===== src/hw/pmbcs_defines.vh =====
`ifndef PMBCS_DEFINES_VH
`define PMBCS_DEFINES_VH

// Bit positions inside the oscillator control register image.
`define PMBCS_SLEEP_SEL_BIT     4
`define PMBCS_DIV_MSB           20
`define PMBCS_DIV_LSB           19

// Divisor field codes, ascending ratio.
`define PMBCS_DIV_1             2'h0
`define PMBCS_DIV_2             2'h1
`define PMBCS_DIV_4             2'h2
`define PMBCS_DIV_8             2'h3

// Power mode codes.
`define PMBCS_MODE_RUN          2'h0
`define PMBCS_MODE_IDLE         2'h1
`define PMBCS_MODE_SLEEP        2'h2
`define PMBCS_MODE_START        2'h3

// Reset values.
`define PMBCS_OSC_CTRL_RST      32'h00000000

// Default oscillator start-up plus PLL lock delay in system clocks.
`define PMBCS_START_DLY_CYC     16'h0400

`endif


===== src/hw/pmbcs_pb_divider.v =====
`include "pmbcs_defines.vh"

// Prescaler that makes the peripheral bus clock enable from the system clock.
module pmbcs_pb_divider (
    input  wire       mclk,
    input  wire       sys_rst,
    input  wire       run,
    input  wire [1:0] div_sel,
    output reg        pb_tick
);

    reg [2:0] cnt_q;
    reg [2:0] cnt_d;
    reg [2:0] last;

    // Tick condition, shared by the counter restart and the strobe so they never disagree.
    function at_last;
        input [2:0] cnt;
        input [2:0] lim;
        begin
            at_last = (cnt >= lim);
        end
    endfunction

    // Terminal count per ratio; the counter restarts on every tick so a ratio
    // change takes effect at the next peripheral edge without a glitch.
    always @* begin
        case (div_sel)
            `PMBCS_DIV_1: last = 3'h0;
            `PMBCS_DIV_2: last = 3'h1;
            `PMBCS_DIV_4: last = 3'h3;
            default:      last = 3'h7;
        endcase
        cnt_d = at_last(cnt_q, last) ? 3'h0 : cnt_q + 3'h1;
    end

    // The tick stands still while the bus clock is stopped.
    always @(posedge mclk) begin
        if (sys_rst) begin
            cnt_q   <= 3'h0;
            pb_tick <= 1'b0;
        end else if (run) begin
            cnt_q   <= cnt_d;
            pb_tick <= at_last(cnt_q, last);
        end else begin
            cnt_q   <= 3'h0;
            pb_tick <= 1'b0;
        end
    end

endmodule // pmbcs_pb_divider


===== src/hw/pmbcs_power_ctrl.v =====
`include "pmbcs_defines.vh"

// Summary of operation
// Wait with sleep-on-wait select clear (bit 4) enters Idle.
// Idle halts the CPU but keeps the system clock running.
// In Idle, peripherals with their stop-in-idle bit set halt.
// Idle wakes on enabled interrupt with priority above CPU priority only.
// Any reset or watchdog time-out also exits Idle.
// Sleep wakes on qualified interrupt, any reset, or watchdog time-out.
// Low-priority Sleep wake keeps CPU halted, restarts bus clock, enters Idle.
// Divisor field bits 20:19 selects ratios 1:1, 1:2, 1:4, 1:8.
// Peripheral bus users follow divisor; system-clock blocks are unaffected.
// Peripheral read completes on next bus clock edge, up to seven waits.
// Enabling a stopped crystal/PLL source adds start-up delay; Idle exit none.
// Software picks largest adequate divisor and recomputes peripheral timing.
// Divisor codes ascend: 00 1:1, 01 1:2, 10 1:4, 11 1:8.
// Wait with select set enters Sleep, stopping CPU and bus clock.
module pmbcs_power_ctrl #(
    parameter        NUM_PERIPH    = 8,
    parameter        PRIO_W        = 3,
    parameter [15:0] START_DLY_CYC = `PMBCS_START_DLY_CYC
) (
    input  wire                  mclk,
    input  wire                  sys_rst,
    input  wire                  osc_ctrl_wr,
    input  wire [31:0]           osc_ctrl_wdata,
    input  wire                  wait_exec,
    input  wire                  irq_pending,
    input  wire                  irq_sleep_capable,
    input  wire [PRIO_W-1:0]     irq_priority,
    input  wire [PRIO_W-1:0]     cpu_priority,
    input  wire                  any_reset,
    input  wire                  watchdog_timeout,
    input  wire                  src_needs_start,
    input  wire [NUM_PERIPH-1:0] stop_in_idle_bit,
    input  wire                  periph_rd_req,
    output reg  [31:0]           oscillator_control_reg,
    output reg                   cpu_halt,
    output reg                   core_system_clock_en,
    output reg                   peripheral_bus_clock_en,
    output reg  [NUM_PERIPH-1:0] periph_clk_en,
    output reg                   periph_rd_done,
    output reg  [1:0]            power_mode,
    output reg                   cpu_wake_irq
);

    // Sequencer states, binary coded; they double as the power_mode code.
    localparam [1:0] ST_RUN   = `PMBCS_MODE_RUN;
    localparam [1:0] ST_IDLE  = `PMBCS_MODE_IDLE;
    localparam [1:0] ST_SLEEP = `PMBCS_MODE_SLEEP;
    localparam [1:0] ST_START = `PMBCS_MODE_START;

    // Constants sized to the counter and the enable vector.
    localparam [15:0]           DLY_ZERO  = 16'h0000;
    localparam [15:0]           DLY_ONE   = 16'h0001;
    localparam [NUM_PERIPH-1:0] PCLK_NONE = {NUM_PERIPH{1'b0}};

    reg  [1:0]  mode_q;
    reg  [1:0]  mode_d;
    reg  [15:0] dly_q;
    reg  [15:0] dly_d;
    reg         rd_wait_q;
    wire        pb_tick;
    wire        bus_run;
    wire        sleep_on_wait_select;
    wire [1:0]  periph_bus_divisor;
    wire        prio_ok;
    wire        irq_wake;
    wire        wdt_or_rst;
    wire        start_entry;

    // True in the modes in which the system clock source is kept running.
    function clk_src_on;
        input [1:0] mode;
        begin
            clk_src_on = (mode == ST_RUN) || (mode == ST_IDLE);
        end
    endfunction

    // True when a qualified interrupt may end the given low-power mode. In Sleep
    // only a source that keeps running there can wake the core.
    function irq_can_wake;
        input [1:0] mode;
        input       qualified;
        input       sleep_capable;
        begin
            case (mode)
                ST_IDLE:  irq_can_wake = qualified;
                ST_SLEEP: irq_can_wake = qualified && sleep_capable;
                default:  irq_can_wake = 1'b0;
            endcase
        end
    endfunction

    // True when a request is strictly above the CPU; a tie must not wake.
    function prio_above;
        input [PRIO_W-1:0] req_prio;
        input [PRIO_W-1:0] cur_prio;
        begin
            prio_above = (req_prio > cur_prio);
        end
    endfunction

    // Field decode of the control image.
    assign sleep_on_wait_select = oscillator_control_reg[`PMBCS_SLEEP_SEL_BIT];
    assign periph_bus_divisor   = oscillator_control_reg[`PMBCS_DIV_MSB:`PMBCS_DIV_LSB];

    // Strictly greater priority is needed; equal priority stays asleep.
    assign prio_ok     = irq_pending && prio_above(irq_priority, cpu_priority);
    assign irq_wake    = irq_can_wake(mode_q, prio_ok, irq_sleep_capable);
    assign wdt_or_rst  = any_reset || watchdog_timeout;
    assign bus_run     = clk_src_on(mode_q);
    assign start_entry = (mode_q != ST_START) && (mode_d == ST_START);

    // The bus clock runs in Run and Idle, not in Sleep or during start-up.
    pmbcs_pb_divider u_div (
        .mclk    (mclk),
        .sys_rst (sys_rst),
        .run     (bus_run),
        .div_sel (periph_bus_divisor),
        .pb_tick (pb_tick)
    );

    // Control register image; software writes steer mode and divisor.
    always @(posedge mclk) begin
        if (sys_rst) begin
            oscillator_control_reg <= `PMBCS_OSC_CTRL_RST;
        end else if (osc_ctrl_wr) begin
            oscillator_control_reg <= osc_ctrl_wdata;
        end
    end

    // Power mode sequencer. A wait is honoured only in Run; one that arrives in
    // any other mode is dropped, since a halted core cannot issue it.
    always @* begin
        mode_d = mode_q;
        case (mode_q)
            ST_RUN: begin
                if (wait_exec) begin
                    if (sleep_on_wait_select) begin
                        mode_d = ST_SLEEP;
                    end else begin
                        mode_d = ST_IDLE;
                    end
                end
            end
            ST_IDLE: begin
                // Exit from Idle goes straight to Run: the source never stopped.
                if (irq_wake || wdt_or_rst) begin
                    mode_d = ST_RUN;
                end
            end
            ST_SLEEP: begin
                // Only a stopped crystal or PLL source pays the start-up time.
                if (irq_wake || wdt_or_rst) begin
                    mode_d = src_needs_start ? ST_START : ST_RUN;
                end else if (irq_pending && irq_sleep_capable) begin
                    mode_d = ST_IDLE;
                end
            end
            ST_START: begin
                if (dly_q == DLY_ZERO) begin
                    mode_d = ST_RUN;
                end
            end
            default: begin
                mode_d = ST_RUN;
            end
        endcase
    end

    // Start-up counter, loaded one short so Start lasts START_DLY_CYC cycles.
    // A START_DLY_CYC of zero is not supported: it would wrap to the longest delay.
    always @* begin
        if (start_entry) begin
            dly_d = START_DLY_CYC - DLY_ONE;
        end else if (dly_q != DLY_ZERO) begin
            dly_d = dly_q - DLY_ONE;
        end else begin
            dly_d = dly_q;
        end
    end

    // Mode and counter registers.
    always @(posedge mclk) begin
        if (sys_rst) begin
            mode_q <= ST_RUN;
            dly_q  <= DLY_ZERO;
        end else begin
            mode_q <= mode_d;
            dly_q  <= dly_d;
        end
    end

    // Core status outputs follow the next mode so they change with power_mode.
    always @(posedge mclk) begin
        if (sys_rst) begin
            cpu_halt             <= 1'b0;
            core_system_clock_en <= 1'b1;
            power_mode           <= ST_RUN;
            cpu_wake_irq         <= 1'b0;
        end else begin
            cpu_halt             <= (mode_d != ST_RUN);
            core_system_clock_en <= clk_src_on(mode_d);
            power_mode           <= mode_d;
            // Only a wake caused by the interrupt itself is flagged; a low-priority
            // Sleep wake into Idle or a source that is stopped in Sleep is not.
            cpu_wake_irq         <= irq_wake;
        end
    end

    // Enables are one-cycle strobes aligned with each bus clock edge. Peripherals
    // that asked to stop in Idle lose their strobe from the second Idle cycle until the first cycle after Idle.
    always @(posedge mclk) begin
        if (sys_rst) begin
            peripheral_bus_clock_en <= 1'b0;
            periph_clk_en           <= PCLK_NONE;
        end else begin
            peripheral_bus_clock_en <= pb_tick;
            if (mode_q == ST_IDLE) begin
                periph_clk_en <= {NUM_PERIPH{pb_tick}} & ~stop_in_idle_bit;
            end else begin
                periph_clk_en <= {NUM_PERIPH{pb_tick}};
            end
        end
    end

    // A read waits for the next peripheral bus edge; at 1:8 this is 0 to 7 extra clocks.
    // One read at a time: a request made while another waits merges with it.
    always @(posedge mclk) begin
        if (sys_rst) begin
            rd_wait_q      <= 1'b0;
            periph_rd_done <= 1'b0;
        end else begin
            periph_rd_done <= 1'b0;
            if ((periph_rd_req || rd_wait_q) && pb_tick) begin
                rd_wait_q      <= 1'b0;
                periph_rd_done <= 1'b1;
            end else if (periph_rd_req) begin
                rd_wait_q <= 1'b1;
            end
        end
    end

endmodule // pmbcs_power_ctrl

===== config.mk =====
export PLATFORM = sky130hd
export DESIGN_NAME = pmbcs_power_ctrl
export DESIGN_NICKNAME = d
export VERILOG_FILES = /design/src/hw/pmbcs_pb_divider.v /design/src/hw/pmbcs_power_ctrl.v
export VERILOG_INCLUDE_DIRS = /design/src /design/src/hw
export SDC_FILE = /design/constraint.sdc
export NUM_CORES = 1
export LEC_CHECK = 0
export BUFFER_PORTS_ARGS = -buffer_cell sky130_fd_sc_hd__buf_2
export CAP_MARGIN = 15
export CORE_MARGIN = 4
export CORE_UTILIZATION = 51
export DETAILED_ROUTE_END_ITERATION = 8
export GPL_ROUTABILITY_DRIVEN = 0
export PLACE_DENSITY = 0.87
export SYNTH_ARGS = -nofsm -noshare
export SYNTH_HDL_FRONTEND = slang
export SYNTH_HIERARCHICAL = 1
export SYNTH_SLANG_ARGS = --single-unit

===== constraint.sdc =====
create_clock -name mclk -period 2.9 [get_ports mclk]
set_clock_uncertainty 0.05 [all_clocks]
set_input_delay 0.87 -clock mclk [delete_from_list [all_inputs] [get_ports mclk]]
set_output_delay 0.87 -clock mclk [all_outputs]
set_load 0.03 [all_outputs]

### Word level (Yosys, flattened, before mapping)

Index checks and enable logic that the tools add are counted.

| storage, ports and cells | value |
|---|---|
| register bits | 68 |
| word-level logic and storage cells | 63 |
| output and inout port bits | 47 |

| cells by class | value |
|---|---|
| add/sub/neg operators | 2 |
| bitwise logic cells | 3 |
| equal/unequal tests | 8 |
| muxes and demuxes | 14 |
| $lt $le $gt $ge | 2 |
| reduce and logical (&&, ||, !) cells | 21 |

Operator list:

| operator | count |
|---|---|
| $mux W10 | 2 |
| $logic_not A16 Y1 | 1 |
| $reduce_bool A16 Y1 | 1 |
| $sub A16 B1 Y16 const B | 1 |
| $mux W2 | 7 |
| $pmux W3 S3 | 1 |
| $and A8 B8 Y8 | 1 |
| $eq A2 B2 Y1 const B | 4 |
| $mux W8 | 1 |
| $not A8 Y8 | 1 |
| $pmux W2 S4 | 1 |
| $eq A2 B1 Y1 const B | 3 |
| $logic_not A2 Y1 | 3 |
| $reduce_or A2 Y1 | 3 |
| $logic_and A1 B1 Y1 | 5 |
| $logic_or A1 B1 Y1 | 5 |
| $reduce_bool A2 Y1 | 2 |
| $add A3 B1 Y3 const B | 1 |
| $ge A3 B3 Y1 | 1 |
| $gt A3 B3 Y1 | 1 |
| $reduce_or A3 Y1 | 1 |
| $ne A2 B2 Y1 const B | 1 |
| $pmux W1 S2 | 1 |
| $mux W1 | 1 |
| $not A1 Y1 | 1 |

### Depth between registers and ports, before layout

| depth | value |
|---|---|
| depth after elaboration | 10 |
| depth in mapped cells | 9 |

### Hierarchy

Netlist, hierarchy kept.

By module, submodules not included:

| module | cells each | area each (sq um) | instances |
|---|---|---|---|
| pmbcs_power_ctrl | 312 | 2,986.6 | 1 |
| pmbcs_pb_divider | 23 | 229.0 | 1 |

### Least setup slack after synthesis

Ideal clock, no wire load.

| timing path | value |
|---|---|
| kind | input to register |
| start | input cpu_priority[1] |
| end | register cpu_halt |
| stages on the path | 8 |
| arrival | 2.456 ns |
| slack | 0.255 ns |
| data required time | 2.712 ns |
| setup time | 0.138 ns |
| path buffers | 1 |
| cells stage by stage | inv_1 ha_1 nor2b_1 o311a_1 nand4_1 nor3b_1 buf_2 a41oi_1 |

| on the way | value |
|---|---|
| word-level cells in the longest chain between the ends | 8 |
| elaborated cells between the ends (all ways) | 9 |
| classes of those cells | 1 x order compare; 4 x mux; 4 x reduce/logical |

RTL lines:

| element | RTL line | RTL |
|---|---|---|
| start, declared | pmbcs_power_ctrl.v:31 | `input wire [PRIO_W-1:0] cpu_priority,` |
| $gt A3 B3 Y1 (*) | pmbcs_power_ctrl.v:100 | `prio_above = (req_prio > cur_prio);` |
| $logic_and A1 B1 Y1 (*) | pmbcs_power_ctrl.v:109 | `assign prio_ok = irq_pending && prio_above(irq_priority, cpu_priority);` |
| $logic_and A1 B1 Y1 | pmbcs_power_ctrl.v:89 | `ST_SLEEP: irq_can_wake = qualified && sleep_capable;` |
| $pmux W1 S2 (*) | pmbcs_power_ctrl.v:87 | `case (mode)` |
| $logic_or A1 B1 Y1 (*) | pmbcs_power_ctrl.v:149, pmbcs_power_ctrl.v:155 |  |
| $mux W2, on equally long branches | pmbcs_power_ctrl.v:155, pmbcs_power_ctrl.v:149 |  |
| $pmux W2 S4 (*) | pmbcs_power_ctrl.v:137 | `case (mode_q)` |
| $reduce_bool A2 Y1 (*) | pmbcs_power_ctrl.v:203 | `cpu_halt <= (mode_d != ST_RUN);` |
| end signal, assigned | pmbcs_power_ctrl.v:203 |  |
| end, declared | pmbcs_power_ctrl.v:38 | `output reg cpu_halt,` |

Every way passes the cells marked *; elsewhere a longest branch is shown, timed or not.
A chain may end at the register's enable or synchronous reset.

### Worst setup path in the final report

| timing path | value |
|---|---|
| start | input irq_priority[1] |
| end | register dly_q[9] |

| on the way | value |
|---|---|
| word-level cells in the longest chain between the ends | 10 |
| elaborated cells between the ends (all ways) | 12 |
| classes of those cells | 1 x order compare; 1 x eq/ne; 5 x mux; 5 x reduce/logical |

RTL lines:

| element | RTL line | RTL |
|---|---|---|
| start, declared | pmbcs_power_ctrl.v:30 | `input wire [PRIO_W-1:0] irq_priority,` |
| $gt A3 B3 Y1 (*) | pmbcs_power_ctrl.v:100 |  |
| $logic_and A1 B1 Y1 (*) | pmbcs_power_ctrl.v:109 |  |
| $logic_and A1 B1 Y1 | pmbcs_power_ctrl.v:89 |  |
| $pmux W1 S2 (*) | pmbcs_power_ctrl.v:87 |  |
| $logic_or A1 B1 Y1 (*) | pmbcs_power_ctrl.v:149, pmbcs_power_ctrl.v:155 |  |
| $mux W2, on equally long branches | pmbcs_power_ctrl.v:155, pmbcs_power_ctrl.v:149 |  |
| $pmux W2 S4 (*) | pmbcs_power_ctrl.v:137 |  |
| $eq A2 B2 Y1 (*) | pmbcs_power_ctrl.v:113 | `assign start_entry = (mode_q != ST_START) && (mode_d == ST_START);` |
| $logic_and A1 B1 Y1 (*) | pmbcs_power_ctrl.v:113 |  |
| $mux W10 / $reduce_bool A2 Y1 (equally long branches) | -- |  |
| end signal, assigned | pmbcs_power_ctrl.v:191 | `dly_q <= dly_d;` |
| end, declared | pmbcs_power_ctrl.v:60 | `reg [15:0] dly_q;` |

Marks and branches as above.

==> results.py <==
metrics = {
    "critical_path": {
        "cp-start-kind": "input pin",
        "arrival_ps": 2750,
        "critPathRequiredTime_ps": 3100,
        "end_kind": "register",
        "worstSetupPathType": "input pin to register",
        "critPathMaxFanout": 8,
    },
    "global_route": {
        "grt-ovfl-total": 0,
        "grt_usage_pct": 21.5,
        "antenna_found_initial": 0,
        "grt_pass1_wl_mm": 13.1,
        "grt_max_degree": 35,
        "grt_pass1_vias": 2895,
    },
    "route": {
        "routed_wirelength_mm": 7.95,
        "antenna_left": 0,
        "vias": 2876,
        "drt_iter0_drc": 229,
        "avgViaCountPerCell": 5.57,
        "drcViolationCount": 0,
        "wire_per_inst_microns": 15.4,
        "drtPass1Iterations": 4,
    },
    "power": {
        "pwr_density_cell_nw_per_um2": 889,
        "p_leak_nw": 1.91,
        "peakVddDrop_v": 0.000489,
    },
    "logic_synthesis": {
        "synthXorXnorAreaFrac_pct": 3.00,
        "seq_area_frac_synth_pct": 42.3,
        "synth_adder_area_share_pct": 4.67,
        "syn_area_sq_um": 3220,
        "yosys.area_share.simple_pct": 19.9,
        "synth_common_cells": "dfxtp_1 (68), nor2_1 (45), mux2i_1 (34), a21oi_1 (18), inv_1 (13)",
        "synth_top_family_by_area": "simple AND/OR/NAND/NOR gates",
        "synthMuxAreaShare_pct": 10.9,
        "syn_nets": 403,
        "synth-edff-count": 0,
        "yosys.area.top_type": "dfxtp_1",
        "yosys.cell_types.count": 58,
        "synth-compound-area-share_pct": 14.9,
        "yosys_warnings": 6,
        "ys_ff_latch": 68,
        "synth_area_leaders": "dfxtp_1 (42%), mux2i_1 (11%), nor2_1 (5.3%)",
        "synthArstFlopShare_pct": 0,
        "post-synth-top-count-cell": "dfxtp_1",
        "synthCells": 335,
        "synth_top_area_share_pct": 42.3,
        "synth-main-ff-cell": "dfxtp_1",
        "syn_area_per_cell_sq_um": 9.60,
    },
    "sta": {
        "max_freq_mhz": 392,
        "post-route-period-util_pct": 88.1,
        "fin_ws_ps": 346,
        "min_period_ps": 2550,
        "setup_viol": 0,
        "worst_pin_slew_ps": 515,
        "drv_slew": 0,
        "hold_viol": 0,
        "finalSetupTns_ps": 0,
        "max_slew_margin_pct": 65.6,
        "rsz0062_at_grt": "no",
        "timing.hold.ws_ps": 391,
    },
    "clock_network": {
        "post-cts-setup-buffers": 0,
        "cts_buffers": 9,
        "clk_pin_slew_worst_paths_ps": 70,
        "clk_path_buf_depth": 2,
        "clkLatencyLatePin_ps": 350,
        "cts_sinks": 68,
        "htree_num_levels": 3,
        "cts-root-buf": "clkbuf_8",
        "post_cts_resized": 0,
        "cts_tree": "done",
        "cts_hold_buf": 0,
    },
    "finish": {
        "largest_reg_flops": 32,
        "post-route-util_pct": 66.5,
        "antenna_cells": 0,
        "regArea_sq_um": 1360,
        "syn2layout_area_growth_pct": 24.6,
        "finalNetCount": 504,
        "multi_input_area_sq_um": 1720,
        "fillers": 481,
        "drive_gt1_share_pct": 32.2,
    },
    "status": {
        "outcome": "finished clean",
    },
    "place": {
        "portBuffers": 102,
        "hpwl_mm": 5.71,
        "dp_slack_ps": 24.6,
    },
    "floorplan": {
        "core_sq_um": 6030,
        "die_h_microns": 87.4,
        "initial_utilization_pct": 53.4,
        "die_area_sq_um": 7640,
        "die_w_microns": 87.4,
        "rows": 28,
        "ioPinCount": 103,
    },
    "worst_hold_path": {
        "hold_path.class": "register to register",
    },
    "job": {
        "maxCapViolCount": 0,
    },
}
stage by stage:
step	area, sq um	std cells	power [mW]
final	4010	516	3.56
after global routing	4010	516	3.78
after CTS	4010	516	3.57
after detailed placement	3780	500	2.68
after global placement	3780	500	2.63
after floorplan	3220	335	2.40
metal layers:
layer  vias to the layer above  part of all wire, %  GRT usage, %
met5                         -                    0             0
met4                         0                  3.5          12.1
met3                        28                  6.5          4.54
met2                       117                   50          35.3
met1                      1316                   40          25.9
li1                       1415                    -             -
logic make-up after synthesis:
logic type               count (synthesis)
XOR/XNOR                                11
flip-flops                              68
buffers and inverters                   32
AO/OA/AOI/OAI                           61
multiplexers                            35
adder cells (fa/ha/maj)                 12
AND/OR/NAND/NOR                        116
cell usage in the layout (no fill, tap or decap), types with 6 or more instances in the layout:
master / n
inv_1: 13
nor3_1: 12
xnor2_1: 7
buf_2: 102
nor2b_1: 6
nor2_1: 45
dfxtp_1: 68
nand2_1: 11
clkbuf_8: 9
a211oi_1: 8
a21oi_1: 18
mux2i_1: 34
ha_1: 12
buf_4: 7
a221oi_1: 12
worst paths after layout:
check / start / endpoint / slack, ps / cells past startpoint
max: irq_priority[1] / dly_q[9] / 350 / 8
min: u_div/pb_tick / rd_wait_q / 390 / 1
max reg2reg: power_mode[1] / dly_q[13] / 510 / 8
min reg2reg: u_div/pb_tick / rd_wait_q / 390 / 1
report_power, final:
part	internal, mW	total, mW	switching [mW]
Combinational	0.630	1.46	0.835
Sequential	1.07	1.22	0.153
Clock	0.490	0.877	0.387
worst max-delay path: stages:
cell and delay (ps):
buf_2 100, ha_1 300, nor2b_1 170, o311ai_2 370, buf_4 240, and2_0 340
nor3_1 100, a221oi_1 260
layout make-up:
class,instances,share of cell area (%)
multi-input cells,235,42.9
flip-flops and latches,68,34.0
repair buffers,109,14.0
clock buffers,9,3.09
clock inverters,7,2.47
well taps,75,2.34
inverters,13,1.22
Note: power is estimated with default switching activity, not from simulation.
